[config.mk]
export PLATFORM = sky130hd
export DESIGN_NAME = gpio_pin_control_bank
export DESIGN_NICKNAME = d
export VERILOG_FILES = /design/src/common/pin_bank_pkg.sv /design/src/verilog/gpio_pin_control_bank.sv
export SDC_FILE = /design/constraint.sdc
export NUM_CORES = 1
export LEC_CHECK = 0
export BUFFER_PORTS_ARGS = -buffer_cell sky130_fd_sc_hd__buf_2
export CELL_PAD_IN_SITES_DETAIL_PLACEMENT = 1
export CELL_PAD_IN_SITES_GLOBAL_PLACEMENT = 1
export CORE_MARGIN = 2
export CORE_UTILIZATION = 40
export DETAILED_ROUTE_END_ITERATION = 10
export PLACE_DENSITY = 0.76
export SLEW_MARGIN = 15
export SYNTH_ARGS = -nofsm -noshare
export SYNTH_HDL_FRONTEND = slang
export SYNTH_SLANG_ARGS = --single-unit
[constraint.sdc]
create_clock -name ref_clk_in -period 2.5 [get_ports ref_clk_in]
set_input_delay 0.375 -clock ref_clk_in [delete_from_list [all_inputs] [get_ports ref_clk_in]]
set_output_delay 0.375 -clock ref_clk_in [all_outputs]
set_load 0.005 [all_outputs]
[src/common/pin_bank_pkg.sv]
// Purpose: shared constants and carriers for the sixteen-pin control bank
// Assumes: classic wishbone, 32-bit data, byte addresses
// Notes:   pin_level reset value is a plain parameter default of zero
`default_nettype none

package pin_bank_pkg;

    localparam int unsigned PIN_COUNT = 16;
    localparam int unsigned ADDR_W    = 12;
    localparam int unsigned DATA_W    = 32;

    localparam logic [ADDR_W-1:0] OFS_FUNC_SEL = 12'h338;
    localparam logic [ADDR_W-1:0] OFS_DIR      = 12'h33C;
    localparam logic [ADDR_W-1:0] OFS_LEVEL    = 12'h340;

    localparam logic [PIN_COUNT-1:0] RST_FUNC_SEL = 16'h0000;
    localparam logic [PIN_COUNT-1:0] RST_DIR      = 16'h0000;
    localparam logic [PIN_COUNT-1:0] RST_LEVEL    = 16'h0000;
    localparam logic [DATA_W-1:0]    RD_UNMAPPED  = 32'h0000_0000;

    // every pin's drive view: enable and level vectors
    typedef struct packed {
        logic [PIN_COUNT-1:0] oe;
        logic [PIN_COUNT-1:0] level;
    } pin_drive_s;

    typedef enum logic [1:0] {
        BUS_IDLE = 2'b01,
        BUS_ACK  = 2'b10
    } bus_state_e;

endpackage : pin_bank_pkg

`default_nettype wire

[src/verilog/gpio_pin_control_bank.sv]
// Purpose: sixteen general purpose pins with select, direction, level registers
// Assumes: ref_clk_in 250 MHz, rst_n_in asynchronous active low
// Notes:   ack one cycle after request, then one idle cycle before next ack
`default_nettype none

module gpio_pin_control_bank
    import pin_bank_pkg::*;
(
    // clock and reset
    input  wire logic                 ref_clk_in,
    input  wire logic                 rst_n_in,
    // wishbone slave
    input  wire logic                 wb_cyc_in,
    input  wire logic                 wb_stb_in,
    input  wire logic                 wb_we_in,
    input  wire logic [ADDR_W-1:0]    wb_adr_in,
    input  wire logic [3:0]           wb_sel_in,
    input  wire logic [DATA_W-1:0]    wb_dat_in,
    output logic      [DATA_W-1:0]    wb_dat_out,
    output logic                      wb_ack_out,
    // pins
    input  wire logic [PIN_COUNT-1:0] pin_in,
    output logic      [PIN_COUNT-1:0] pin_out,
    output logic      [PIN_COUNT-1:0] pin_oe_out,
    // alternate function side
    input  wire logic [PIN_COUNT-1:0] alt_out_in,
    input  wire logic [PIN_COUNT-1:0] alt_oe_in,
    output logic      [PIN_COUNT-1:0] alt_mode_out
);

    logic [PIN_COUNT-1:0] func_sel_reg, func_sel_next;
    logic [PIN_COUNT-1:0] dir_reg,      dir_next;
    logic [PIN_COUNT-1:0] level_reg,    level_next;
    logic [PIN_COUNT-1:0] sync1_reg, sync2_reg;
    logic [PIN_COUNT-1:0] alt_out_s1_reg, alt_out_s2_reg;
    logic [PIN_COUNT-1:0] alt_oe_s1_reg,  alt_oe_s2_reg;
    bus_state_e           bus_state_reg, bus_state_next;
    logic                 ack_reg, ack_next;
    logic [DATA_W-1:0]    rd_data_reg, rd_data_next;
    pin_drive_s           drive_reg, drive_next;

    // width of one byte lane of the write enables
    localparam int unsigned LANE_W = PIN_COUNT / 2;

    // merge a written 16-bit field by byte lanes
    function automatic logic [PIN_COUNT-1:0] lane_merge(
        input logic [PIN_COUNT-1:0] old_val,
        input logic [DATA_W-1:0]    wr_val,
        input logic [3:0]           sel
    );
        logic [PIN_COUNT-1:0] res;
        res = old_val;
        if (sel[0]) begin
            res[LANE_W-1:0] = wr_val[LANE_W-1:0];
        end
        if (sel[1]) begin
            res[PIN_COUNT-1:LANE_W] = wr_val[PIN_COUNT-1:LANE_W];
        end
        return res;
    endfunction

    function automatic logic [DATA_W-1:0] zero_ext(input logic [PIN_COUNT-1:0] v);
        return {{(DATA_W-PIN_COUNT){1'b0}}, v};
    endfunction

    // request taken only from idle so ack falls after one cycle
    logic req_take;
    assign req_take = wb_cyc_in && wb_stb_in && (bus_state_reg == BUS_IDLE);

    always_comb begin
        func_sel_next  = func_sel_reg;
        dir_next       = dir_reg;
        level_next     = level_reg;
        bus_state_next = BUS_IDLE;
        rd_data_next   = rd_data_reg;
        ack_next       = 1'b0;
        if (req_take) begin
            bus_state_next = BUS_ACK;
            ack_next       = 1'b1;
            unique case (wb_adr_in)
                OFS_FUNC_SEL: begin
                    rd_data_next = zero_ext(func_sel_reg);
                    if (wb_we_in) begin
                        func_sel_next = lane_merge(func_sel_reg, wb_dat_in, wb_sel_in);
                    end
                end
                OFS_DIR: begin
                    rd_data_next = zero_ext(dir_reg);
                    if (wb_we_in) begin
                        dir_next = lane_merge(dir_reg, wb_dat_in, wb_sel_in);
                    end
                end
                OFS_LEVEL: begin
                    rd_data_next = zero_ext(sync2_reg);
                    if (wb_we_in) begin
                        // stored always; only reaches pins that are gp outputs
                        level_next = lane_merge(level_reg, wb_dat_in, wb_sel_in);
                    end
                end
                default: begin
                    rd_data_next = RD_UNMAPPED;
                end
            endcase
        end
    end

    // pin drive resolution
    always_comb begin
        for (int i = 0; i < PIN_COUNT; i++) begin
            if (func_sel_reg[i]) begin
                drive_next.oe[i]    = alt_oe_s2_reg[i];
                drive_next.level[i] = alt_out_s2_reg[i];
            end else begin
                drive_next.oe[i]    = dir_reg[i];
                drive_next.level[i] = dir_reg[i] & level_reg[i];
            end
        end
    end

    always_ff @(posedge ref_clk_in or negedge rst_n_in) begin
        if (!rst_n_in) begin
            func_sel_reg   <= RST_FUNC_SEL;
            dir_reg        <= RST_DIR;
            level_reg      <= RST_LEVEL;
            sync1_reg      <= '0;
            sync2_reg      <= '0;
            alt_out_s1_reg <= '0;
            alt_out_s2_reg <= '0;
            alt_oe_s1_reg  <= '0;
            alt_oe_s2_reg  <= '0;
            bus_state_reg  <= BUS_IDLE;
            ack_reg        <= 1'b0;
            rd_data_reg    <= '0;
            drive_reg      <= '0;
        end else begin
            func_sel_reg   <= func_sel_next;
            dir_reg        <= dir_next;
            level_reg      <= level_next;
            sync1_reg      <= pin_in;
            sync2_reg      <= sync1_reg;
            alt_out_s1_reg <= alt_out_in;
            alt_out_s2_reg <= alt_out_s1_reg;
            alt_oe_s1_reg  <= alt_oe_in;
            alt_oe_s2_reg  <= alt_oe_s1_reg;
            bus_state_reg  <= bus_state_next;
            ack_reg        <= ack_next;
            rd_data_reg    <= rd_data_next;
            drive_reg      <= drive_next;
        end
    end

    assign wb_ack_out   = ack_reg;
    assign wb_dat_out   = rd_data_reg;
    assign pin_out      = drive_reg.level;
    assign pin_oe_out   = drive_reg.oe;
    assign alt_mode_out = func_sel_reg;
endmodule : gpio_pin_control_bank

`default_nettype wire

==> reports/qor.yml <==
cp-start-kind: "flip-flop"
status: "complete, no violations"
synthSimpleGateAreaFrac_pct: 4.75
post-place-ws_ns: 0.269
synthTopCellsByCount: "dfrtp_1, mux2_2, nand2_1"
path_delay_family: "simple AND/OR/NAND/NOR gates"
required_ns: 2.80
timing.final.ws_setup_ns: 0.287
htree_num_levels: 4
synth_area_leader_cell: "dfrtp_1"
synth_top_family_by_area: "multiplexers"
min_path_type: "in -> reg"
slowest_stage: "dfstp_2"
clk_pin_slew_ns: 0.07
synth_edf_count: 0
cap_viol_max_count: 0
synthXorXnorAreaFrac_pct: 0
synth_top_area_share_pct: 73.3
place_hpwl_mm: 10.1
vias: 3798
wirelength_mm: 15.0
yosys_register_bits: 194
fin_setup_tns_ns: 0
synth_cell_type_count: 27
cts_tree: "yes"
cts_max_path_buffers: 2
ir_drop_v: 0.000458
drt-initial-drc-count: 134
ant_nets: 0
wl_per_cell_um: 18.8
path_cells: "and4b_2, nand3_1, nor4_4, buf_4, mux2_2"
synth.mux.area_fraction_pct: 13.4
die_w_um: 132
numCtsBuffers: 17
max_freq_ghz: 0.452
drive_gt1_share_pct: 45.6
syn_area_per_cell_um2: 16.6
fin_skew_ns: 0.0117
grt_max_degree: 65
grtUsageTotal_pct: 18.2
yosys_warnings: 0
synth_ff_type: "dfrtp_1"
routed_via_density: 4.74
ctsResizeCount: 0
synth-compound-area-share_pct: 5.66
first_pass_iters: 4
final_hold_viol_count: 0
synthAdderAreaFrac_pct: 0
die_h_um: 132
postCtsSetupBuffers: 0
cts_root_buf: "clkbuf_16"
cpPeakStageDelay_ns: 0.52
min_period_ns: 2.21
finalPower_w: 0.00616
netlist_instances: 398
clkSinkCount: 194
drc_errors: 0
syn-cell-area_um2: 6590
clk-insertion-delay-late_ns: 0.42
crit_buf_inv: 1
initial_core_util_pct: 41.2
crit_arrival_ns: 2.51
gr-total-overflow: 0
fin_nets: 672
gp_congestion: 0.744
slew_viol_final: 0
fp-row-count: 46
fin_crit_sh_pct: 88.5
portBuffers: 147
die-area_um2: 17500
powerDensity_nw_per_um2: 745
grt_pass1_wl_mm: 24.0
p_leak_nw: 4.21
fp.coreArea_um2: 16000
cp-end-kind: "flip-flop"
setup_viol: 0
async_flop_share_pct: 100
synthToLayoutAreaGrowth_pct: 25.5
synth_area_leaders: "dfrtp_1, mux2_2, mux2i_1"
grt_antenna_before_repair: 2
rsz0062_at_grt: "false"
synth_most_common_cell: "dfrtp_1"
path_max_fanout: 6
critical_path_class: "reg -> reg"
seq_area_frac_synth_pct: 73.7
cts_hold_buf: 1
num_io_pins: 182
grt_pass1_vias: 4417
worst register-to-register path: stages, from the launching register on:
cell and delay (ns):
dfstp_2 0.52, and4b_2 0.26, nand3_1 0.25, nor4_4 0.44, buf_4 0.26, mux2_2 0.37
logic make-up (layout without fill, tap and decap cells):
logic type             after synthesis  after routing
muxes                               80             80
DFF                                194            194
other                                1             18
buffers and inverters               26            196
and+or+nand+nor                     48             48
AOI/OAI and AO/OA                   49             49
worst paths after layout:
path,startpoint,end,slack [ns],depth (start not counted)
min in group asynchronous,rst_n_in,alt_out_s1_reg[5]$_DFF_PN0_,0.46,2
hold / removal,alt_oe_in[11],alt_oe_s1_reg[11]$_DFF_PN0_,0.05,1
max in group asynchronous,rst_n_in,level_reg[1]$_DFFE_PN0P_,1.30,3
setup reg to reg,bus_state_reg[0]$_DFF_PN1_,alt_mode_out[1]$_DFFE_PN0P_,0.29,5
hold reg to reg,alt_out_s1_reg[11]$_DFF_PN0_,alt_out_s2_reg[11]$_DFF_PN0_,0.35,0
setup / recovery,bus_state_reg[0]$_DFF_PN1_,alt_mode_out[1]$_DFFE_PN0P_,0.29,5
metal layers:
metal / vias up / global-route usage, % / wire length (um)
li1: 1713 / - / -
met1: 1955 / 22.4 / 6330
met2: 115 / 30.7 / 7810
met3: 15 / 4.42 / 598
met4: 0 / 7.77 / 297
met5: - / 0 / 0
stage by stage:
step	utilization (%)	cell area [um2]	hold WS [ns]	cells
after CTS	51.7	8260	0.0284	799
after global routing	51.7	8270	0.0279	801
after floorplan	-	6640	0.0794	413
after global placement	47.9	7660	0.332	767
final	51.7	8270	0.0497	801
after detailed placement	47.9	7660	0.336	767
report_power, final:
group | switching (W) | internal [W] | leakage, nW | total (W)
Combinational | 0.000127 | 0.0000705 | 1.44 | 0.000198
Clock | 0.00116 | 0.00156 | 0.291 | 0.00272
Sequential | 0.0000235 | 0.00322 | 2.48 | 0.00324
cell usage in the layout (no fill, tap or decap):
cell and n:
dfrtp_1 193, nand3_1 2, nor4_1 1, nand4b_1 1, nor2_1 1, nor4_4 4, a211oi_4 1, mux2_1 1
a22o_1 16, clkbuf_1 1, buf_12 3, inv_6 4, clkinv_1 1, buf_4 12, nand4_4 1, clkinv_4 1
buf_2 146, clkinv_2 2, clkbuf_8 4, clkbuf_16 17, nor3_2 2, o21ai_0 16, clkinvlp_4 1, inv_1 1
diode_2 2, mux2i_1 16, dlygate4sd3_1 1, and2_1 1, dfstp_2 1, conb_1 16, nand2_1 33, nor3_4 1
mux2_2 63, o2bb2ai_1 16, and4b_2 1, bufinv_16 2
layout make-up:
type / count / area [um2]
sequential: 194 / 4860
timing repair buffer: 163 / 905
clock buffer: 21 / 470
antenna: 2 / 5.00
multi-input combinational: 193 / 1630
clock inverter: 10 / 121
tap: 216 / 270
inverter: 2 / 7.51
fill: 1630 / 7730
Power figures use the tool's default switching activity.
